--- src/fsu_consts.svh ---
/*
 * Constants of the flyback start-up and line sensing core: register
 * offsets, reset values, analog codes and timing figures.
 * Assumes 12-bit ADC codes at 1 mV per step and a 100 ns clock.
 */
`ifndef FSU_CONSTS_SVH
`define FSU_CONSTS_SVH
`define FSU_CLK_NS 100
`define FSU_T_REP_NS 52000
`define FSU_WIN50_US 10600
`define FSU_WIN60_US 12700
`define FSU_RESTART_US 200000
`define FSU_FAST_US 25000
`define FSU_ADDR_CTRL 8'h00
`define FSU_ADDR_STATUS 8'h04
`define FSU_ADDR_LINE 8'h08
`define FSU_ADDR_CLAMP 8'h0c
`define FSU_ADDR_CFG 8'h10
`define FSU_CTRL_RST 7'h02
`define FSU_RUN_RES_MIN 8'h1b
`define FSU_PROBE_RES_MAX 8'h44
`define FSU_LINE_OV 12'h7d0
`define FSU_LINE_SHORT 12'h0c8
`define FSU_BROWNIN 12'h1f4
`define FSU_ZC_RISE 12'h037
`define FSU_ZC_FALL 12'h02d
`define FSU_RESP_OKAY 2'b00
`define FSU_RESP_SLVERR 2'b10
`endif

--- src/fsu_tail_note.sv ---
`timescale 1ns/100ps

--- src/fsu_pkg.sv ---
/*
 * Types of the flyback start-up and line sensing core.
 * Assumes the widths fixed in fsu_consts.svh.
 */
package fsu_pkg;
    typedef enum logic [2:0] {
        FSU_LOCKOUT, FSU_PRE_RUN, FSU_PRE_PROBE, FSU_PRE_EVAL,
        FSU_SOFT, FSU_RUN, FSU_RESTART
    } fsu_state_t;
    typedef struct packed {
        fsu_state_t state;
        logic [21:0] timer;
        logic [1:0] kind;
        logic [17:0] win_cnt;
        logic [11:0] lmax, lmin, lavg;
        logic avg_ok, line_low, ov, shrt, bi;
        logic [21:0] short_cnt;
        logic [7:0] run_res, probe_res;
        logic [2:0] s1, s2, s3, sup;
        logic burst_chg, zc_lvl, vwait, sw_on;
        logic [5:0] zc_cnt;
        logic [15:0] zc_since, zc_per;
        logic [11:0] cpos, cneg;
        logic [12:0] csum;
        logic [6:0] ctrl;
        logic aw_got, w_got, w_strb0, bvalid, rvalid;
        logic [7:0] aw_addr;
        logic [6:0] w_data;
        logic [1:0] bresp, rresp;
        logic [31:0] rdata;
    } fsu_regs_t;
endpackage : fsu_pkg

--- src/fsu_core.sv ---
/*
 * Start-up sequencer, line averaging and valley counting of a flyback
 * controller, with an AXI4-Lite register slave.
 * Assumes ADC samples and valid strobes on aclk; comparator levels and
 * events from other clock sources arrive on the *_raw inputs.
 */
`timescale 1ns/100ps
`default_nettype none
`include "fsu_consts.svh"
module fsu_core
    import fsu_pkg::*;
#(
    parameter int WIN50_CYC = `FSU_WIN50_US * 1000 / `FSU_CLK_NS,
    parameter int WIN60_CYC = `FSU_WIN60_US * 1000 / `FSU_CLK_NS,
    parameter int RESTART_CYC = `FSU_RESTART_US * 1000 / `FSU_CLK_NS,
    parameter int FAST_CYC = `FSU_FAST_US * 1000 / `FSU_CLK_NS,
    parameter int BLANK_CYC = 100,
    parameter int SOFT_CYC = 1000
) (
    input wire logic aclk,
    input wire logic aresetn,
    input wire logic [7:0] s_axi_awaddr,
    input wire logic s_axi_awvalid,
    output logic s_axi_awready,
    input wire logic [31:0] s_axi_wdata,
    input wire logic [3:0] s_axi_wstrb,
    input wire logic s_axi_wvalid,
    output logic s_axi_wready,
    output logic [1:0] s_axi_bresp,
    output logic s_axi_bvalid,
    input wire logic s_axi_bready,
    input wire logic [7:0] s_axi_araddr,
    input wire logic s_axi_arvalid,
    output logic s_axi_arready,
    output logic [31:0] s_axi_rdata,
    output logic [1:0] s_axi_rresp,
    output logic s_axi_rvalid,
    input wire logic s_axi_rready,
    input wire logic supply_on_raw,
    input wire logic supply_wake_raw,
    input wire logic supply_burst_raw,
    input wire logic temp_ok,
    input wire logic prot_fire,
    input wire logic burst_mode,
    input wire logic line_synced,
    input wire logic line_is_60,
    input wire logic [11:0] line_sample,
    input wire logic line_valid,
    input wire logic [7:0] config_res_sample,
    input wire logic config_res_valid,
    input wire logic [11:0] valley_sample,
    input wire logic valley_valid,
    input wire logic gate_off,
    input wire logic [11:0] clamp_pos_sample,
    input wire logic [11:0] clamp_neg_sample,
    input wire logic clamp_valid,
    output logic run_pullup_en,
    output logic probe_pullup_en,
    output logic reduced_drive_sel,
    output logic gate_enable,
    output logic low_power_req,
    output logic feedback_sense_en,
    output logic switch_on,
    output logic [11:0] line_average_level,
    output logic [12:0] peak_to_peak_clamp_current
);
    localparam int REP_CYC = `FSU_T_REP_NS / `FSU_CLK_NS;

    fsu_regs_t s_q;
    fsu_regs_t s_d;

    // ------------------------------------------------------------
    // Next-state logic
    // ------------------------------------------------------------
    always_comb begin
        logic aw_h;
        logic w_h;
        logic act;
        logic win_end;
        logic pe;
        logic short_evt;
        logic xing;
        logic real_x;
        logic [12:0] sum13;
        logic [11:0] avg_new;
        logic [21:0] win_len;
        logic [7:0] wa;
        logic [6:0] wd;
        aw_h = 1'b0;
        w_h = 1'b0;
        act = 1'b0;
        win_end = 1'b0;
        pe = 1'b0;
        short_evt = 1'b0;
        xing = 1'b0;
        real_x = 1'b0;
        sum13 = 13'h0000;
        avg_new = 12'h000;
        win_len = 22'h000000;
        wa = 8'h00;
        wd = 7'h00;
        s_d = s_q;
        s_d.sw_on = 1'b0;

        // Three-stage catch; a level counts once stages two and three agree.
        s_d.s1 = {supply_burst_raw, supply_wake_raw, supply_on_raw};
        s_d.s2 = s_q.s1;
        s_d.s3 = s_q.s2;
        for (int i = 0; i < 3; i++) begin
            if (s_q.s2[i] == s_q.s3[i]) begin
                s_d.sup[i] = s_q.s3[i];
            end
        end

        act = (s_q.state != FSU_LOCKOUT) && (s_q.state != FSU_RESTART);

        // ------------------------------------------------------------
        // Line window and averaging
        // ------------------------------------------------------------
        // window length select.
        if (line_synced && line_is_60) begin
            win_len = 22'(WIN60_CYC);
        end else begin
            win_len = 22'(WIN50_CYC);
        end
        if (line_valid) begin
            if (line_sample > s_q.lmax) begin
                s_d.lmax = line_sample;
            end
            if (line_sample < s_q.lmin) begin
                s_d.lmin = line_sample;
            end
            if (act && line_sample > `FSU_LINE_OV) begin
                s_d.ov = 1'b1;
            end
            s_d.line_low = line_sample < `FSU_LINE_SHORT;
        end
        s_d.win_cnt = s_q.win_cnt + 18'h00001;
        win_end = 22'(s_q.win_cnt) >= win_len - 22'h000001;
        sum13 = {1'b0, s_q.lmax} + {1'b0, s_q.lmin};
        avg_new = sum13[12:1];
        if (win_end) begin
            s_d.win_cnt = 18'h00000;
            s_d.lmax = 12'h000;
            s_d.lmin = 12'hfff;
            s_d.lavg = avg_new;
            s_d.avg_ok = 1'b1;
        end

        if (s_q.line_low && act) begin
            if (s_q.short_cnt != 22'h3fffff) begin
                s_d.short_cnt = s_q.short_cnt + 22'h000001;
            end
        end else begin
            s_d.short_cnt = 22'h000000;
        end
        short_evt = act && (s_q.short_cnt > 22'(BLANK_CYC));

        pe = act && (prot_fire || s_q.ov || short_evt
            || (win_end && s_q.state >= FSU_SOFT
                && avg_new < `FSU_BROWNIN));

        // ------------------------------------------------------------
        // Start-up sequencer
        // ------------------------------------------------------------
        case (s_q.state)
            FSU_LOCKOUT: begin
                if (s_q.sup[0]) begin
                    s_d.state = FSU_PRE_RUN;
                    s_d.ov = 1'b0;
                    s_d.shrt = 1'b0;
                    s_d.bi = 1'b0;
                end
            end
            FSU_PRE_RUN: begin
                if (config_res_valid) begin
                    s_d.run_res = config_res_sample;
                    s_d.state = FSU_PRE_PROBE;
                end
            end
            FSU_PRE_PROBE: begin
                if (config_res_valid) begin
                    s_d.probe_res = config_res_sample;
                    s_d.state = FSU_PRE_EVAL;
                end
            end
            FSU_PRE_EVAL: begin
                if (s_q.ctrl[0] && temp_ok && s_q.avg_ok
                    && s_q.lavg >= `FSU_BROWNIN) begin
                    s_d.state = FSU_SOFT;
                    s_d.timer = 22'(SOFT_CYC);
                end
            end
            FSU_SOFT: begin
                s_d.timer = s_q.timer - 22'h000001;
                if (s_q.timer == 22'h000000) begin
                    s_d.state = FSU_RUN;
                end
            end
            FSU_RUN: begin
                if (burst_mode && !s_q.sup[1]) begin
                    s_d.burst_chg = 1'b1;
                end else if (!burst_mode || s_q.sup[2]) begin
                    s_d.burst_chg = 1'b0;
                end
            end
            FSU_RESTART: begin
                s_d.timer = s_q.timer - 22'h000001;
                if (s_q.timer == 22'h000000) begin
                    if (s_q.kind == 2'd1 && s_q.line_low) begin
                        s_d.bi = 1'b1;
                        s_d.kind = 2'd2;
                        s_d.timer = 22'(FAST_CYC);
                    end else begin
                        s_d.state = FSU_LOCKOUT;
                    end
                end
            end
            default: begin
                s_d.state = FSU_LOCKOUT;
            end
        endcase
        if (pe) begin
            s_d.state = FSU_RESTART;
            s_d.timer = 22'(RESTART_CYC);
            s_d.kind = {1'b0, short_evt};
            s_d.shrt = s_q.shrt | short_evt;
            s_d.burst_chg = 1'b0;
        end

        // ------------------------------------------------------------
        // Valley counting and clamp capture
        // ------------------------------------------------------------
        // hysteresis on the crossing level.
        if (valley_valid) begin
            if (valley_sample > `FSU_ZC_RISE) begin
                s_d.zc_lvl = 1'b1;
            end else if (valley_sample < `FSU_ZC_FALL) begin
                s_d.zc_lvl = 1'b0;
            end
        end
        real_x = s_q.zc_lvl && !s_d.zc_lvl;
        if (s_q.zc_since != 16'hffff) begin
            s_d.zc_since = s_q.zc_since + 16'h0001;
        end
        if (gate_off) begin
            s_d.vwait = 1'b1;
            s_d.zc_cnt = 6'h00;
            s_d.zc_since = 16'h0000;
        end else if (s_q.vwait && gate_enable) begin
            xing = real_x || (s_q.zc_cnt != 6'h00
                && s_q.zc_per != 16'h0000
                && s_q.zc_since >= s_q.zc_per);
            if (xing) begin
                s_d.zc_cnt = s_q.zc_cnt + 6'h01;
                s_d.zc_since = 16'h0000;
                if (real_x && s_q.zc_cnt != 6'h00) begin
                    s_d.zc_per = s_q.zc_since;
                end
                if (s_q.zc_cnt + 6'h01 >= s_q.ctrl[6:1]) begin
                    s_d.sw_on = 1'b1;
                    s_d.vwait = 1'b0;
                end
            end else if (s_q.zc_cnt == 6'h00
                && s_q.zc_since >= 16'(REP_CYC - 1)) begin
                // repeat timer when no crossing is seen.
                s_d.sw_on = 1'b1;
                s_d.vwait = 1'b0;
            end
        end

        if (clamp_valid) begin
            s_d.cpos = clamp_pos_sample;
            s_d.cneg = clamp_neg_sample;
            s_d.csum = {1'b0, clamp_pos_sample}
                + {1'b0, clamp_neg_sample};
        end

        // ------------------------------------------------------------
        // AXI4-Lite slave
        // ------------------------------------------------------------
        aw_h = s_axi_awvalid && s_axi_awready;
        w_h = s_axi_wvalid && s_axi_wready;
        if (aw_h) begin
            s_d.aw_got = 1'b1;
            s_d.aw_addr = s_axi_awaddr;
        end
        if (w_h) begin
            s_d.w_got = 1'b1;
            s_d.w_data = s_axi_wdata[6:0];
            s_d.w_strb0 = s_axi_wstrb[0];
        end
        if (s_q.bvalid && s_axi_bready) begin
            s_d.bvalid = 1'b0;
        end
        if ((s_q.aw_got || aw_h) && (s_q.w_got || w_h) && !s_q.bvalid) begin
            wa = aw_h ? s_axi_awaddr : s_q.aw_addr;
            wd = w_h ? s_axi_wdata[6:0] : s_q.w_data;
            s_d.aw_got = 1'b0;
            s_d.w_got = 1'b0;
            s_d.bvalid = 1'b1;
            s_d.bresp = `FSU_RESP_OKAY;
            if (wa == `FSU_ADDR_CTRL) begin
                if (w_h ? s_axi_wstrb[0] : s_q.w_strb0) begin
                    s_d.ctrl = wd;
                end
            end else if (wa != `FSU_ADDR_STATUS && wa != `FSU_ADDR_LINE
                && wa != `FSU_ADDR_CLAMP && wa != `FSU_ADDR_CFG) begin
                s_d.bresp = `FSU_RESP_SLVERR;
            end
        end
        if (s_q.rvalid && s_axi_rready) begin
            s_d.rvalid = 1'b0;
        end
        if (s_axi_arvalid && s_axi_arready) begin
            s_d.rvalid = 1'b1;
            s_d.rresp = `FSU_RESP_OKAY;
            case (s_axi_araddr)
                `FSU_ADDR_CTRL: s_d.rdata = {25'h0000000, s_q.ctrl};
                `FSU_ADDR_STATUS: s_d.rdata = {22'h000000, s_q.burst_chg,
                    s_q.avg_ok, s_q.probe_res <= `FSU_PROBE_RES_MAX,
                    feedback_sense_en, s_q.bi, s_q.shrt, s_q.ov,
                    s_q.state};
                `FSU_ADDR_LINE: s_d.rdata = {20'h00000, s_q.lavg};
                `FSU_ADDR_CLAMP: s_d.rdata = {7'h00, s_q.csum,
                    s_q.cneg[5:0], s_q.cpos[5:0]};
                `FSU_ADDR_CFG: s_d.rdata = {16'h0000, s_q.probe_res,
                    s_q.run_res};
                default: begin
                    s_d.rdata = 32'h00000000;
                    s_d.rresp = `FSU_RESP_SLVERR;
                end
            endcase
        end
    end

    always_ff @(posedge aclk) begin
        if (!aresetn) begin
            s_q <= '0;
            s_q.state <= FSU_LOCKOUT;
            s_q.lmin <= 12'hfff;
            s_q.ctrl <= `FSU_CTRL_RST;
        end else begin
            s_q <= s_d;
        end
    end

    // ------------------------------------------------------------
    // Outputs
    // ------------------------------------------------------------
    // Handshake readies are combinational so a write takes two cycles.
    assign s_axi_awready = !s_q.aw_got && !s_q.bvalid;
    assign s_axi_wready = !s_q.w_got && !s_q.bvalid;
    assign s_axi_arready = !s_q.rvalid;
    assign s_axi_bvalid = s_q.bvalid;
    assign s_axi_bresp = s_q.bresp;
    assign s_axi_rvalid = s_q.rvalid;
    assign s_axi_rdata = s_q.rdata;
    assign s_axi_rresp = s_q.rresp;
    assign run_pullup_en = s_q.state == FSU_PRE_RUN
        || s_q.state == FSU_SOFT
        || (s_q.state == FSU_RUN && !s_q.burst_chg);
    assign probe_pullup_en = s_q.state == FSU_PRE_PROBE;
    // reduced drive outside the run state and in burst mode.
    assign reduced_drive_sel = s_q.state != FSU_RUN || burst_mode;
    assign gate_enable = (s_q.state == FSU_SOFT || s_q.state == FSU_RUN)
        && !s_q.line_low;
    assign low_power_req = s_q.shrt || s_q.bi || s_q.line_low;
    assign feedback_sense_en = s_q.state == FSU_RUN
        && s_q.run_res >= `FSU_RUN_RES_MIN;
    assign switch_on = s_q.sw_on;
    assign line_average_level = s_q.lavg;
    assign peak_to_peak_clamp_current = s_q.csum;

    // ------------------------------------------------------------
    // Assertions
    // ------------------------------------------------------------
    logic act_q;
    assign act_q = s_q.state != FSU_LOCKOUT && s_q.state != FSU_RESTART;
endmodule : fsu_core
`default_nettype wire

--- config.mk ---
export PLATFORM = sky130hd
export DESIGN_NAME = fsu_core
export DESIGN_NICKNAME = d
export VERILOG_FILES = /design/src/fsu_tail_note.sv /design/src/fsu_pkg.sv /design/src/fsu_core.sv
export VERILOG_INCLUDE_DIRS = /design/src
export SDC_FILE = /design/constraint.sdc
export NUM_CORES = 1
export LEC_CHECK = 0
export ABC_AREA = 0
export BUFFER_PORTS_ARGS = -buffer_cell sky130_fd_sc_hd__buf_4
export CAP_MARGIN = 20
export CORE_UTILIZATION = 50
export CTS_CLUSTER_DIAMETER = 80
export CTS_CLUSTER_SIZE = 25
export DETAILED_ROUTE_END_ITERATION = 6
export PLACE_DENSITY = 0.83
export SLEW_MARGIN = 20
export SYNTH_ARGS = -nofsm -noshare
export SYNTH_HDL_FRONTEND = slang
export SYNTH_SLANG_ARGS = --single-unit
--- constraint.sdc ---
create_clock -name aclk -period 7.3 [get_ports aclk]
set_input_delay 1.095 -clock aclk [delete_from_list [all_inputs] [get_ports aclk]]
set_output_delay 1.095 -clock aclk [all_outputs]
set_load 0.02 [all_outputs]
* After elaboration in Yosys (flattened, before gate mapping)
Index checks and enable logic that the tools add are counted.
Word-level totals: register bits after elaboration 266, output and inout bits 73
Cells by class: add/subtract/negate cells 8, order comparisons 16, equality and inequality tests 39, muxes and demuxes 45, bitwise operators 5, reductions and logical operators 101
Operators by type and width (count):
- $pmux W25 S5 | 1
- $pmux W22 S3 | 1
- $mux W27 | 2
- $sub A22 B1 Y22 const B | 2
- $mux W40 | 1
- $mux W38 | 1
- $logic_and A1 B1 Y1 | 34
- $mux W16 | 2
- $add A12 B12 Y13 | 2
- $mux W25 | 1
- $mux W24 | 1
- $ne A3 B3 Y1 const B | 8
- $add A22 B1 Y22 const B | 1
- $ge A18 B22 Y1 | 1
- $gt A22 B7 Y1 const B | 1
- $logic_not A22 Y1 | 1
- $ne A22 B22 Y1 const B | 1
- $pmux W3 S7 | 1
- $reduce_and A2 Y1 | 10
- $reduce_bool A2 Y1 | 10
- $add A18 B1 Y18 const B | 1
- $mux W3 | 6
- $ne A2 B2 Y1 const B | 9
- $add A16 B1 Y16 const B | 1
- other kinds (51) | 115

* Depth between registers and ports, before layout
depth after elaboration 11, mapped depth 13, depth with buffers taken out 10

* Least setup slack after synthesis
Ideal clock, no wire load.
path kind input to register, from input port line_synced, to register s_q[251] (netlist name), data arrival time 3303 ps, data required time 7204 ps, slack 3901 ps, stages 12, path through nand2_1 > inv_1 > ha_1 > or4_1 > a211oi_1 > o21ai_1 > a41o_1 > buf_6 > nor4b_4 > and2_4 > buf_6 > o41ai_2
On the way: longest elaborated chain between the ends 10, elaborated cells on any way between the ends 13, those cells by class add/sub: 1; order compare: 1; mux: 2; reduce/logical: 9
Ends and longest elaborated chain:
- start, declared | line fsu_core.sv:45 | input wire logic line_synced,
- $logic_and A1 B1 Y1 (*) | line fsu_core.sv:121 | if (line_synced && line_is_60) begin
- $mux W15 (*) | line fsu_core.sv:121
- $sub A22 B1 Y22 (*) | line fsu_core.sv:139 | win_end = 22'(s_q.win_cnt) >= win_len - 22'h000001;
- $ge A18 B22 Y1 (*) | line fsu_core.sv:139
- $logic_and A1 B1 Y1 (*) | line fsu_core.sv:160 | || (win_end && s_q.state >= FSU_SOFT
- $logic_and A1 B1 Y1 (no source line) (*)
- $logic_or A1 B1 Y1 (*) | line fsu_core.sv:159 | pe = act && (prot_fire || s_q.ov || short_evt
- $logic_and A1 B1 Y1 (*) | line fsu_core.sv:159
- $reduce_bool A2 Y1 (no source line)
- $reduce_and A3 Y1 (no source line)
- end, declared | line fsu_core.sv:69 | fsu_regs_t s_q;
Every way passes the cells marked *; elsewhere a longest branch is shown, timed or not. A chain may end at the register's enable or synchronous reset.

* Final worst setup path
from input port line_synced, to register s_q[209] (netlist name)
On the way: longest elaborated chain between the ends 5
Ends and longest elaborated chain (line):
- $logic_and A1 B1 Y1 | fsu_core.sv:121
- $mux W15 | fsu_core.sv:121
- $sub A22 B1 Y22 | fsu_core.sv:139
- $ge A18 B22 Y1 | fsu_core.sv:139
- $reduce_or A2 Y1 (no source line)
No other way between the ends.

==> results.md <==
- Slew Limit Headroom: approximately a third
- Proportion of synthesized chip area in sequential cells: roughly 37%
- Nets: between 1500 and 2000
- Placed cell areas: approximately 0.015 mm2
- Die W: between 150 and 200 um
- Ranking of synthesized cells by area: dfxtp_1 (37%), ha_1 (7.4%), mux2i_1 (6.1%)
- Initial antenna violation count: 0
- # port buffers: around 160
- Total global-route track usage: between 20% and 30%
- Max-slew violation count: 0
- Syn avg cell area: between 8 and 9 um2
- Ys flop type: dfxtp_1
- Post-route ant nets: 0
- Iter 0 DRT Violations: 897
- Site Rows: 60
- Post-DP HPWL: 25.06 mm
- Clock buffer count from CTS: 15
- CTS sink cnt: approximately 260
- First-pass GRT wire length: between 50 and 60 mm
- Root buffer cell: clkbuf_16
- CTS resizes: 0
- H-tree depth: 1
- CP Max Fanout: 18
- Critical path cell sequence: buf_4 -> nand2_1 -> inv_1 -> ha_1 -> or4_1 -> a211oi_1 -> o21ai_1 -> a41o_1 -> buf_4 -> nor2_1 -> o211ai_1
- Worst hold path endpoint: s_d[147]
- Status: complete, no violations
- Worst VDD drop: 137.8 uV
- Synth Register Bits: about 260
- Synth warn: 0
- Cells after Synth: 1616
- Clock-pin slew on the worst setup and hold paths: roughly 0.090 ns
- Die extent in y: around 170 um
- Final Hold Fails: 0
- Fmax: about 280 MHz
- Die area: 0.02849 mm2
- Fin crit period: roughly 3.5 ns
- Worst Hold Margin: around 0.44 ns
- Initial DRT Pass Iterations: 6
- Final setup fails: 0
- Critical R2R Launch: s_q[221]
- Power density over the cells: about 230 mW/mm2
- Worst slew pin tran: about 0.97 ns
- Max cap viols: 0
- Synth top area share: about 37%
- Kind of start point of the critical path: input pin
- Via density: just under 6
- CTS tree: built
- CP max-delay cell: nor2_1
- WL final: between 30 and 40 mm
- Final cycle utilization of the critical path: about 48%
- Starting Density: 51.33%
- WL/cell: around 16 um
- Hold depth: 1
- Worst path arrival time: just under 4 ns
- Routed vias: about 12000
- Grt total ovfl: 0
- Core area: between 0.02 and 0.03 mm2
- DRC Markers: 0
- Worst hold-check path type: reg2reg
- # Post-CTS Setup Buffers: 0
- Reg2reg path depth: 9
- Synth async-reset ratio: 0%
- Unrepaired setup endpoints after global routing: no
- Finished Cell Area: 0.01537 mm2
- Reg-to-reg setup timing slack: roughly 4.0 ns
- Worst-skew pair later-pin latency: between 0.5 and 0.6 ns
- CP Capture Type: flip-flop
- Post-cts hold buffer count: 0
- CP peak stage delay: between 0.6 and 0.7 ns
- Diodes inserted: 0
- Pin count of the biggest net entering global routing: 76
- Required time worst endpoint: about 7.6 ns
- Leakage: between 6 and 7 nW
- Setup TNS: 0 ns
- Post-synth cell types: 84
- Area of the mapped netlist: approximately 0.014 mm2
- Vias in the first global route: 10860
- Crit-path most repeated cell: buf_4
- Area leader, netlist: dfxtp_1
- Placer Congestion: roughly 0.9
- Reg-to-Reg End: s_q[267]
- Layout cells sized above 1: between 10% and 20%
- Hold_sp: s_d[150]
- Number of synthesized flops with an enable pin: 0
- Synthesis-to-finish area growth: 10.51%
- CTS max path bufs: 3
- Post-layout util: roughly 57%
- Critical path class: in2reg
- Clock Skew: ~0.036 ns
- I/O pins: approximately 200
==> placed cells by master, fill, tap and decap left out, types with 7 or more instances in the layout <==
cell type / netlist / final
a222oi_1: 7 / 7
a31oi_1: 12 / 12
clkbuf_16: 0 / 15
a211oi_1: 18 / 18
a21oi_1: 77 / 77
a221oi_1: 10 / 10
buf_4: 62 / 169
nand3_1: 36 / 36
inv_1: 78 / 77
nor3_2: 14 / 14
nor2_1: 206 / 206
nor4_1: 30 / 30
xnor2_1: 37 / 37
nand4_1: 24 / 24
mux2_2: 16 / 16
o211ai_1: 10 / 10
and2_1: 30 / 30
a22oi_1: 19 / 19
or4_1: 17 / 17
nand2_1: 130 / 130
and3_1: 19 / 19
nor3_1: 32 / 32
o21a_1: 9 / 9
xor2_1: 39 / 39
mux2i_1: 85 / 85
conb_1: 1 / 9
o21ai_0: 56 / 56
nor2b_1: 9 / 9
ha_1: 82 / 82
o31ai_1: 7 / 7
a21o_1: 20 / 20
dfxtp_1: 257 / 257
nand2b_1: 7 / 7
==> through the flow <==
stage	cells	setup WS [ns]	power, W
2_1_floorplan	1624	3.901	0.002404
3_5_place_dp	2036	3.313	0.002664
5_1_grt	2058	3.525	0.003742
6_report	2058	3.776	0.003552
4_1_cts	2058	3.841	0.003555
3_3_place_gp	2036	3.396	0.002627
==> where the power goes <==
part | switching (W) | internal (W) | leakage, nW
registers | 0.000114 | 0.00151 | 2.09
clock network | 0.000493 | 0.000404 | 0.224
logic | 0.000616 | 0.000418 | 3.93
total | 0.00122 | 0.00233 | 6.25
==> worst max path at each step <==
stage / startpoint / to / slack, ns / depth (start not counted)
after floorplan: line_synced / s_q[251] / 3.90 / 12
after global placement: line_synced / s_q[209] / 3.40 / 11
after detailed placement: line_synced / s_q[209] / 3.31 / 11
after CTS: line_synced / s_q[209] / 3.84 / 11
after global routing: line_synced / s_q[209] / 3.52 / 11
final: line_synced / s_q[209] / 3.78 / 11
==> state kept, by name, indices dropped and copies added (netlist names) <==
register,flops
peak_to_peak_clamp_current,13
s_d,6
s_axi_rdata,25
s_axi_bvalid,1
switch_on,1
s_q,196
line_average_level,12
s_axi_rvalid,1
s_axi_rresp,1
s_axi_bresp,1
==> synthesized netlist by cell type, drive strengths merged, types with 3 or more instances <==
cell    number
clkbuf      54
nand4       25
and4         4
nand2      130
mux2        16
nand2b       7
o211a        3
a21o        20
a22oi       19
o311ai       3
o21a         9
nor3        46
and3        19
a211oi      19
ha          82
a311oi       3
o41ai        3
or4         18
a221oi      10
or2          5
o21bai       4
nor4        32
buf         75
mux2i       85
and2        31
o31ai        7
a21oi       78
a31oi       12
nand3b       6
inv         78
o211ai      10
nand3       37
nor2       208
xor2        39
dfxtp      257
nor2b        9
o21ai       57
or3          6
a222oi       7
xnor2       37
o22ai        6
nor3b        4
a31o         6
==> area by class of cell <==
class | count | area (um2)
Multi-Input combinational cell | 1160 | 7751
Sequential cell | 257 | 5145
Inverter | 78 | 294.0
Fill cell | 2333 | 11730
Clock buffer | 17 | 392.9
Clock inverter | 5 | 56.30
Tap cell | 372 | 465.4
Timing Repair Buffer | 169 | 1269
==> routing by layer <==
layer,wire [um],global-route usage (%),vias to the layer above,part of all wire (%)
li1,-,-,5777,-
met1,14850,30.63,5676,44
met2,16070,38.93,352,47
met3,2135,4.185,56,6.3
met4,881,6.719,0,2.6
met5,0,0,-,0
==> worst max-delay path, delay by kind of cell <==
family | cells | cell delay, ns
AOI/OAI and AO/OA | 4 | 0.75
and+or+nand+nor | 3 | 1.34
adders and majority gates | 1 | 0.21
buffers and inverters | 3 | 0.45
==> logic make-up (layout without fill, tap and decap cells) <==
family                     count (synthesis)  after routing  share of synthesized area (%)
xor gates and xnor gates                  76             76                          4.785
adders and majority gates                 84             84                          7.663
muxes                                    101            101                          7.411
buffers and inverters                    207            269                          7.555
DFF                                      257            257                          36.99
AOI/OAI and AO/OA                        296            296                          14.27
and+or+nand+nor                          594            594                          21.31
other                                      1              9                        0.02696
(Power assumes the default switching activity.)
